==> src/logic/ifag_pkg.sv <==
package ifag_pkg;
    // ----------------------------------------------------------------
    // Word layout (word bit n, counted from the sign, is vector bit 35-n)
    // ----------------------------------------------------------------
    localparam int WORD_W = 36;
    localparam int ADR_W = 15;
    localparam int OP_MSB = 35;
    localparam int OP_LSB = 24;
    localparam int MOD_MSB = 23;
    localparam int MOD_LSB = 15;
    localparam int ADR_MSB = 14;
    localparam int ADR_LSB = 0;
    localparam int SIGN_BIT = 35;
    localparam int MAG_MSB = 34;
    localparam int FP_CHR_MSB = 34;
    localparam int FP_CHR_LSB = 27;
    localparam int FP_FRC_MSB = 26;
    // Modifier sub-fields, positions inside the 9-bit modifier
    localparam int MOD_IND_BIT = 8;
    localparam int MOD_SUB_BIT = 7;
    localparam int MOD_IDX_MSB = 2;
    localparam int NUM_IDX = 7;
    // ----------------------------------------------------------------
    // Codes and reset values
    // ----------------------------------------------------------------
    localparam logic [11:0] OPC_ADD = 12'h040;
    localparam logic [35:0] WORD_RST = 36'h0;
    localparam logic [14:0] ADR_RST = 15'h0;
    localparam logic [2:0] IDX_NONE = 3'h0;

    typedef enum logic [2:0] {
        IFAG_IDLE,
        IFAG_IFETCH,
        IFAG_INDIR,
        IFAG_OPER
    } ifag_state_e;
endpackage

==> src/logic/ifag_ea_adder.sv <==
`timescale 1ns/1ps
module ifag_ea_adder
    import ifag_pkg::*;
(
    input wire logic [ADR_W-1:0] base, // Address field of the word
    input wire logic [ADR_W-1:0] index, // Selected index contents
    input wire logic sub, // Subtract index instead of add
    output logic [ADR_W-1:0] ea // Effective address
);
    // Zero index leaves base untouched for both add and subtract
    always_comb begin
        if (index == ADR_RST) begin
            ea = base;
        end else if (sub) begin
            ea = base - index;
        end else begin
            ea = base + index;
        end
    end
endmodule

==> src/logic/ifag_core.sv <==
`timescale 1ns/1ps
module ifag_core
    import ifag_pkg::*;
(
    input wire logic core_clk, // Processor clock, 20 MHz
    input wire logic rst_n, // Asynchronous reset, active low
    input wire logic start, // Pulse: begin one instruction
    input wire logic [ADR_W-1:0] fetch_addr, // Instruction location
    input wire logic [WORD_W-1:0] acc_in, // Accumulator contents
    input wire logic idx_wr, // Pulse: load an index register
    input wire logic [2:0] idx_sel, // Index register to load, 1..7
    input wire logic [ADR_W-1:0] idx_data, // Value to load
    output logic mem_req, // Storage read request, level
    output logic [ADR_W-1:0] mem_addr, // Storage read address
    input wire logic mem_ack, // Pulse: read word valid
    input wire logic [WORD_W-1:0] mem_rdata, // Word read from storage
    output logic busy, // Instruction in progress
    output logic done, // Pulse: results valid
    output logic [11:0] opcode, // Decoded operation code
    output logic [8:0] modifier, // Decoded modifier field
    output logic [ADR_W-1:0] base_addr, // Decoded address field
    output logic [ADR_W-1:0] eff_addr, // Final operand location
    output logic [WORD_W-1:0] operand, // Operand word
    output logic fp_sign, // Floating sign
    output logic [7:0] fp_char, // Floating characteristic
    output logic [26:0] fp_frac, // Floating fraction
    output logic [WORD_W-1:0] acc_sum, // Add result, sign-magnitude
    output logic acc_ovf // Add magnitude overflow
);
    // ----------------------------------------------------------------
    // State
    // ----------------------------------------------------------------
    typedef struct packed {
        ifag_state_e st;
        logic busy;
        logic done;
        logic mem_req;
        logic [ADR_W-1:0] mem_addr;
        logic [11:0] opcode;
        logic [8:0] modifier;
        logic [ADR_W-1:0] base_addr;
        logic [ADR_W-1:0] eff_addr;
        logic [WORD_W-1:0] operand;
        logic fp_sign;
        logic [7:0] fp_char;
        logic [26:0] fp_frac;
        logic [WORD_W-1:0] acc_sum;
        logic acc_ovf;
        logic [NUM_IDX-1:0][ADR_W-1:0] idx;
    } ifag_regs_s;

    ifag_regs_s r;
    ifag_regs_s next_r;

    // ----------------------------------------------------------------
    // Index lookup and address arithmetic on the word being returned
    // ----------------------------------------------------------------
    logic [11:0] rd_op;
    logic [8:0] rd_mod;
    logic [ADR_W-1:0] rd_base;
    logic [2:0] rd_sel;
    logic [NUM_IDX-1:0] idx_load;
    logic [NUM_IDX-1:0][ADR_W-1:0] rd_pick;
    logic [ADR_W-1:0] rd_index;
    logic [ADR_W-1:0] rd_ea;

    assign rd_op = mem_rdata[OP_MSB:OP_LSB];
    assign rd_mod = mem_rdata[MOD_MSB:MOD_LSB];
    assign rd_base = mem_rdata[ADR_MSB:ADR_LSB];
    assign rd_sel = rd_mod[MOD_IDX_MSB:0];

    // Per register: load strobe, and a copy masked by the read select
    for (genvar g = 0; g < NUM_IDX; g++) begin : g_idx
        assign idx_load[g] = idx_wr && (idx_sel == 3'(g + 1));
        assign rd_pick[g] = (rd_sel == 3'(g + 1)) ? r.idx[g] : ADR_RST;
    end

    // Select code zero hits no register, so the index reads as zero
    always_comb begin
        rd_index = ADR_RST;
        for (int k = 0; k < NUM_IDX; k++) begin
            rd_index = rd_index | rd_pick[k];
        end
    end

    ifag_ea_adder u_adder (
        .base(rd_base),
        .index(rd_index),
        .sub(rd_mod[MOD_SUB_BIT]),
        .ea(rd_ea)
    );

    // ----------------------------------------------------------------
    // Sign-magnitude add of operand and accumulator
    // ----------------------------------------------------------------
    function automatic logic [WORD_W:0] sm_add(
        input logic [WORD_W-1:0] a,
        input logic [WORD_W-1:0] b
    );
        logic [MAG_MSB+1:0] sum;
        logic [MAG_MSB:0] ma;
        logic [MAG_MSB:0] mb;
        ma = a[MAG_MSB:0];
        mb = b[MAG_MSB:0];
        sum = {1'b0, ma} + {1'b0, mb};
        if (a[SIGN_BIT] == b[SIGN_BIT]) begin
            sm_add = {sum[MAG_MSB+1], a[SIGN_BIT], sum[MAG_MSB:0]};
        end else if (ma >= mb) begin
            sm_add = {1'b0, a[SIGN_BIT], ma - mb};
        end else begin
            sm_add = {1'b0, b[SIGN_BIT], mb - ma};
        end
    endfunction

    logic [WORD_W:0] add_res;

    assign add_res = sm_add(mem_rdata, acc_in);

    // ----------------------------------------------------------------
    // Floating fields of the word being returned
    // ----------------------------------------------------------------
    logic rd_fp_sign;
    logic [7:0] rd_fp_char;
    logic [26:0] rd_fp_frac;

    assign rd_fp_sign = mem_rdata[SIGN_BIT];
    assign rd_fp_char = mem_rdata[FP_CHR_MSB:FP_CHR_LSB];
    assign rd_fp_frac = mem_rdata[FP_FRC_MSB:0];

    // ----------------------------------------------------------------
    // Sequencer
    // ----------------------------------------------------------------
    always_comb begin
        next_r = r;
        next_r.done = 1'b0;
        for (int k = 0; k < NUM_IDX; k++) begin
            if (idx_load[k]) begin
                next_r.idx[k] = idx_data;
            end
        end
        case (r.st)
            IFAG_IDLE: begin
                // Start is looked at only here, so one given while busy is lost
                if (start) begin
                    next_r.busy = 1'b1;
                    next_r.mem_req = 1'b1;
                    next_r.mem_addr = fetch_addr;
                    next_r.st = IFAG_IFETCH;
                end
            end
            IFAG_IFETCH: begin
                if (mem_ack) begin
                    // Instruction time: word is decoded whatever it holds
                    next_r.opcode = rd_op;
                    next_r.modifier = rd_mod;
                    next_r.base_addr = rd_base;
                    next_r.eff_addr = rd_ea;
                    next_r.mem_addr = rd_ea;
                    if (rd_mod[MOD_IND_BIT]) begin
                        next_r.st = IFAG_INDIR;
                    end else begin
                        next_r.st = IFAG_OPER;
                    end
                end
            end
            IFAG_INDIR: begin
                if (mem_ack) begin
                    // Only address, index and subtract fields of the indirect word count
                    next_r.eff_addr = rd_ea;
                    next_r.mem_addr = rd_ea;
                    next_r.st = IFAG_OPER;
                end
            end
            IFAG_OPER: begin
                if (mem_ack) begin
                    // Execution time: the word is data whatever it holds
                    next_r.operand = mem_rdata;
                    next_r.fp_sign = rd_fp_sign;
                    next_r.fp_char = rd_fp_char;
                    next_r.fp_frac = rd_fp_frac;
                    if (r.opcode == OPC_ADD) begin
                        next_r.acc_sum = add_res[WORD_W-1:0];
                        next_r.acc_ovf = add_res[WORD_W];
                    end
                    next_r.mem_req = 1'b0;
                    next_r.busy = 1'b0;
                    next_r.done = 1'b1;
                    next_r.st = IFAG_IDLE;
                end
            end
            default: begin
                next_r.st = IFAG_IDLE;
                next_r.mem_req = 1'b0;
                next_r.busy = 1'b0;
            end
        endcase
    end

    always_ff @(posedge core_clk or negedge rst_n) begin
        if (!rst_n) begin
            r <= '0;
        end else begin
            r <= next_r;
        end
    end

    // ----------------------------------------------------------------
    // Outputs
    // ----------------------------------------------------------------
    assign mem_req = r.mem_req;
    assign mem_addr = r.mem_addr;
    assign busy = r.busy;
    assign done = r.done;
    assign opcode = r.opcode;
    assign modifier = r.modifier;
    assign base_addr = r.base_addr;
    assign eff_addr = r.eff_addr;
    assign operand = r.operand;
    assign fp_sign = r.fp_sign;
    assign fp_char = r.fp_char;
    assign fp_frac = r.fp_frac;
    assign acc_sum = r.acc_sum;
    assign acc_ovf = r.acc_ovf;
endmodule

==> config.mk <==
export PLATFORM = sky130hd
export DESIGN_NAME = ifag_core
export DESIGN_NICKNAME = d
export VERILOG_FILES = /design/src/logic/ifag_pkg.sv /design/src/logic/ifag_ea_adder.sv /design/src/logic/ifag_core.sv
export SDC_FILE = /design/constraint.sdc
export NUM_CORES = 1
export LEC_CHECK = 0
export BUFFER_PORTS_ARGS = -buffer_cell sky130_fd_sc_hd__buf_4
export CAP_MARGIN = 20
export CORE_ASPECT_RATIO = 0.6
export CORE_MARGIN = 4
export CORE_UTILIZATION = 60
export DETAILED_ROUTE_END_ITERATION = 10
export HOLD_SLACK_MARGIN = 0.06
export PLACE_DENSITY = 0.84
export SLEW_MARGIN = 15
export SYNTH_ARGS = -nofsm -noshare
export SYNTH_HDL_FRONTEND = slang
export SYNTH_SLANG_ARGS = --single-unit
==> constraint.sdc <==
create_clock -name core_clk -period 6.2 [get_ports core_clk]
set_input_delay 1.24 -clock core_clk [delete_from_list [all_inputs] [get_ports core_clk]]
set_output_delay 1.24 -clock core_clk [all_outputs]
set_load 0.1 [all_outputs]
Word-level counts from Yosys, hierarchy flattened. Cells that the tools add are included.

Add/subtract/negate cells: 5. Order comparisons: 1. Equal/unequal tests: 23. Mux-type cells: 25. Bitwise gates (word level): 7. Reductions and logical operators: 19.

Operators by type and width (number): 15-bit two-way mux (10); 15-bit OR (6); 35-bit subtractor (2); 66-bit two-way mux (1); 15-bit one-hot mux with 3 select lines (1); 37-bit two-way mux (1); 35-bit by 35-bit adder with 36-bit output (1); 36-bit two-way mux (1); 35-bit greater-or-equal comparator (1); 15-bit one-hot mux with 2 select lines (1); 3-bit == test, second input constant (8); 3-bit by 2-bit == test with 1-bit output, second input constant (6); 16-bit two-way mux (1); 15-bit adder (1); 15-bit zero test (1); 15-bit subtractor (1); 12-bit by 7-bit == test with 1-bit output, second input constant (1); 3-bit one-hot mux with 4 select lines (1); 3-bit by 1-bit == test with 1-bit output, second input constant (3); 3-bit AND reduction (3); 2-bit inequality test, second input constant (4); 4-bit AND reduction (2); 1-bit logical AND (7); 3-bit two-way mux (2); other kinds (11) (14).

Register bits: 286. Input bits: 110. Logic and storage cells: 102.

Depth between registers and ports, before layout.
Word-level depth: 13. Mapped depth: 24. Mapped depth without buffers: 21.

Cells and area by module. From an unflattened synthesis, not the netlist that was laid out.

Cells, all modules: 2176. Area, all modules: 19060.8 µm².

Modules (own cells, without submodules): ifag_core (instances 1, cells each 1980, area each 17787.1 µm², sequential area each 6206.0 µm²); ifag_ea_adder (instances 1, cells each 196, area each 1273.7 µm², sequential area each 0.0 µm²).

Worst setup path before layout. No wires, ideal clock.

Path type: in2reg. From: in mem_rdata[16]. To: reg r (netlist bit mem_addr[14]). Arrival: 5.408 ns. Setup slack: 0.723 ns. Cell stages on the path: 22. Path buffers: 3. Cell sequence: buf_6 -> buf_2 -> buf_1 -> mux4_2 -> nand2_1 -> o21ai_0 -> inv_1 -> ha_1 -> inv_1 -> nor3_2 -> a21oi_1 -> xnor2_1 -> ha_1 -> or2_2 -> a21oi_1 -> a211o_1 -> nand4b_1 -> a31oi_1 -> mux2i_1 -> o22ai_1 -> or4_1 -> nand3_1.

Word-level cells in the longest chain between the ends: 13.

RTL lines: start: declaration (line ifag_core.sv:16) `input wire logic [WORD_W-1:0] mem_rdata,`; 3-bit by 1-bit == test with 1-bit output / 3-bit by 2-bit == test with 1-bit output (equally long branches) (line ifag_core.sv:75) `assign rd_pick[g] = (rd_sel == 3'(g + 1)) ? r.idx[g] : ADR_RST;`; 15-bit two-way mux (line ifag_core.sv:75); 15-bit OR (5 in series) (line ifag_core.sv:82) `rd_index = rd_index | rd_pick[k];`; 15-bit OR (*) (line ifag_core.sv:82); 15-bit adder / 15-bit subtractor (equally long branches) (line ifag_ea_adder.sv:17, ifag_ea_adder.sv:15); 15-bit two-way mux (line ifag_ea_adder.sv:14) `end else if (sub) begin`; 15-bit two-way mux (*) (line ifag_ea_adder.sv:12) `if (index == ADR_RST) begin`; 15-bit two-way mux / 66-bit two-way mux (equally long branches) (line ifag_core.sv:167, ifag_core.sv:152); 15-bit one-hot mux with 3 select lines (*) (line ifag_core.sv:141) `case (r.st)`; end signal: assignment (line ifag_core.sv:203) `r <= next_r;`; end: declaration (line ifag_core.sv:52) `ifag_regs_s r;`.

Mark *: on every way between the ends. The rest lies on a longest branch, timed or not. The select of a mux whose other input is x is not followed. A chain may end at the register's enable or synchronous reset.

Worst setup path after layout.
From: in mem_rdata[17]. To: reg r (netlist bit mem_addr[14]).

The elaborated chain is that of the path after synthesis.

==> results by group <==
Clock tree
  – Maximum buffer depth of the clock tree: 3
  – TritonCTS clock tree: done
  – Post-CTS Resized: 0
  – Num CTS Buffers: 24
  – Clock slew at reported path FFs: 0.07 ns
  – Worst-Skew Late Latency: between 0.5 and 0.6 ns
  – Number of H-tree levels: 1
  – Setup Fix Bufs, Post-CTS: 0
  – Hold-fix buffers, CTS: 0
  – Clock sinks: 248
  – Clk root buf: clkbuf_16

Timing
  – Hold Fails Final Rpt: 0
  – Max Fclk: 0.1909 GHz
  – Max-slew violations: 0
  – Worst slew pin tran: 1.133 ns
  – Clk_skew: 0.01569 ns
  – Endpoints failing setup: 0
  – Fin crit share: 84.49%
  – Post-route minimum period: 5.238 ns
  – Max_slew headroom: 24.36%
  – RSZ-0062 raised after global routing: false
  – Worst setup margin: 0.9617 ns
  – Setup TNS: 0 ns

Global route
  – Met2 usage: 46.95%
  – Initial antenna violation count: 1
  – Global-route wire length before repair: 90160 um
  – Met1 Resource Use GR: 55.41%
  – Vias in the first global route: 14535
  – GR Overflow Total: 0
  – GR Util All Layers: 35.65%
  – Largest net degree at the start of global routing: around 170
  – GRT busiest layer: met1
  – GR Layer Usage met3: around 13%

Outcome
  – Status: finished clean

Setup path
  – Critical Path Source Type: input pin
  – Crit Path Class: input pin to register
  – Worst Path Required: 6.67 ns
  – Critical-path maximum fanout: 19
  – Worst path arrival time: between 5 and 6 ns
  – Crit. End Element: register

Synth
  – #FFs+latches synth: 248
  – Synth unique cells: 80
  – Syn avg cell area: 8.949 um2
  – Syn Inst Count: 2001
  – Post-synth EDFFs: 0
  – Top FF cell, synth: dfrtp_1
  – Synth warn: 0
  – Async SR Flop Fraction: 100.0%
  – Syn Nets: about 2200
  – Fraction of the yosys area taken by sequential cells: 34.66%
  – Mapped cell area: 17910 um2

Finish
  – Antenna cells: 0
  – Layout Area Growth over Synthesis: 11.53%
  – Fin area: approximately 20000 um2
  – Commonest non-fill, non-tap cells in the layout: buf_4 (314), dfrtp_1 (248), nand2_1 (195)
  – Share of cells above drive strength 1: 24.92%
  – Leading cell type in the layout, fill and taps excluded: buf_4
  – Nets: 2305

Routing
  – Initial DRC count: 1851
  – Pre-antenna DRT Iters: 6
  – Via count: 15538
  – Drt via density: approximately 6.3
  – DR DRC count: 0
  – Detailed-route wire length per cell: roughly 24 um
  – Post-DRT Antenna Nets: 0
  – Routed wire length: roughly 60000 um

Worst hold path
  – Hold WC Path Type: register to register

Pwr
  – Worst vdd ir: between 0.5 and 0.6 mV
  – Total power divided by cell area: 521.2 nW/um2
  – Pleak: 9.587 nW

Die
  – Chip Height: about 140 um
  – Ports: between 200 and 300
  – Chip width: 231.0 um
  – Initial Util: around three fifths
  – Core Box Area: just under 30000 um2
  – DIE AREA: 32760 um2
  – # rows: 48

Placement
  – Dpl ws: 0.5019 ns
  – Port Buffers: 287
  – Post-DP Area: 19100 um2
  – DP Wirelength: 46570 um
  – Routability Congestion: 1.010

Flow run
  – Max-cap viol count: 0
[final timing paths]
| kind | start | to | slack (ns) | cells past startpoint |
|---|---|---|---|---|
| max in group asynchronous | rst_n | acc_sum[23]$_DFFE_PN0P_ | 4.16 | 2 |
| setup / recovery | mem_rdata[17] | mem_addr[14]$_DFFE_PN0P_ | 0.96 | 21 |
| hold / removal | base_addr[0]$_DFFE_PN0P_ | base_addr[0]$_DFFE_PN0P_ | 0.48 | 2 |
| hold reg to reg | base_addr[0]$_DFFE_PN0P_ | base_addr[0]$_DFFE_PN0P_ | 0.48 | 2 |
| min in group asynchronous | rst_n | eff_addr[1]$_DFFE_PN0P_ | 0.67 | 1 |
| setup reg to reg | r[90]$_DFFE_PN0P_ | mem_addr[14]$_DFFE_PN0P_ | 1.87 | 19 |
[report_power, final]
part | total (mW) | switching, mW | internal, mW
Clock | 1.61 | 0.648 | 0.959
Sequential | 2.52 | 0.394 | 2.12
Combinational | 6.29 | 4.88 | 1.40
[cells in the mapped netlist, types with 12 or more instances]
| cell type | number | area, um2 |
|---|---|---|
| dfrtp_1 | 248 | 6206 |
| nand2_1 | 197 | 739.5 |
| o21ai_0 | 195 | 975.9 |
| buf_4 | 179 | 1344 |
| a21oi_1 | 135 | 675.7 |
| ha_1 | 124 | 1551 |
| mux2_2 | 122 | 1374 |
| inv_1 | 119 | 446.7 |
| nor2_1 | 112 | 420.4 |
| clkbuf_1 | 76 | 285.3 |
| mux2i_1 | 36 | 360.4 |
| nor3_1 | 36 | 180.2 |
| xnor2_1 | 33 | 289.0 |
| nand3_1 | 26 | 130.1 |
| a21o_1 | 20 | 150.1 |
| o21bai_1 | 19 | 142.6 |
| xor2_1 | 19 | 166.4 |
| a211oi_1 | 18 | 135.1 |
| o21ai_1 | 17 | 85.08 |
| a31oi_1 | 16 | 100.1 |
| buf_2 | 15 | 75.07 |
| nand2b_1 | 12 | 75.07 |
| nand4_1 | 12 | 75.07 |
[per-layer routing]
| metal | part of all wire (%) | vias up |
|---|---|---|
| li1 | - | 6948 |
| met1 | 46 | 7587 |
| met2 | 39 | 906 |
| met3 | 14 | 95 |
| met4 | 1.9 | 2 |
| met5 | 0.012 | - |
[per-stage QoR]
step | util (%) | hold WS [ns] | instances | power, mW
floorplan | - | 0.4498 | 2001 | 7.834
CTS | 68.60 | 0.4864 | 2481 | 10.36
detailed placement | 65.72 | 0.4716 | 2439 | 8.737
global route | 68.71 | 0.5117 | 2483 | 10.78
finish | 68.71 | 0.4831 | 2483 | 10.41
global placement | 65.66 | 0.4628 | 2438 | 8.635
[registers in the layout (all words and copies together) (netlist names)]
signal,count
base_addr,15
eff_addr,15
operand,36
r,107
busy,1
acc_sum,36
mem_addr,15
done,1
opcode,12
acc_ovf,1
modifier,9
[worst max-delay path: stages]
cell and delay (ns):
buf_4 0.28, inv_2 0.18, nor2_1 0.36, a21oi_1 0.12, o21ai_0 0.34, inv_1 0.13
ha_1 0.30, nor2_1 0.04, a21oi_1 0.28, fa_1 0.28, nor2b_1 0.05, o21ai_0 0.19
a21boi_0 0.16, o21ai_0 0.31, a211o_1 0.20, nand4b_1 0.10, a31oi_1 0.27, mux2i_1 0.21
o22ai_1 0.13, or4_1 0.41, nand3_1 0.09
[kinds of logic (layout without fill, tap and decap cells)]
family	Yosys count	after routing	share of synthesized area [%]
and+or+nand+nor	471	471	12.11
buffers and inverters	399	481	12.47
xor gates and xnor gates	52	52	2.543
DFF	248	248	34.66
muxes	169	169	10.98
AOI/OAI and AO/OA	534	534	18.12
adders and majority gates	128	128	9.111
[cell type report]
| cell class | instances | area, um2 |
|---|---|---|
| multi-input cells | 1354 | 9545 |
| fillers | 2331 | 9096 |
| flip-flops and latches | 248 | 6206 |
| repair buffers | 319 | 2430 |
| clock buffers | 33 | 665.6 |
| well taps | 400 | 500.5 |
| inverters | 120 | 450.4 |
| clock inverters | 9 | 173.9 |
No activity file was read; power rests on OpenSTA's default activity.
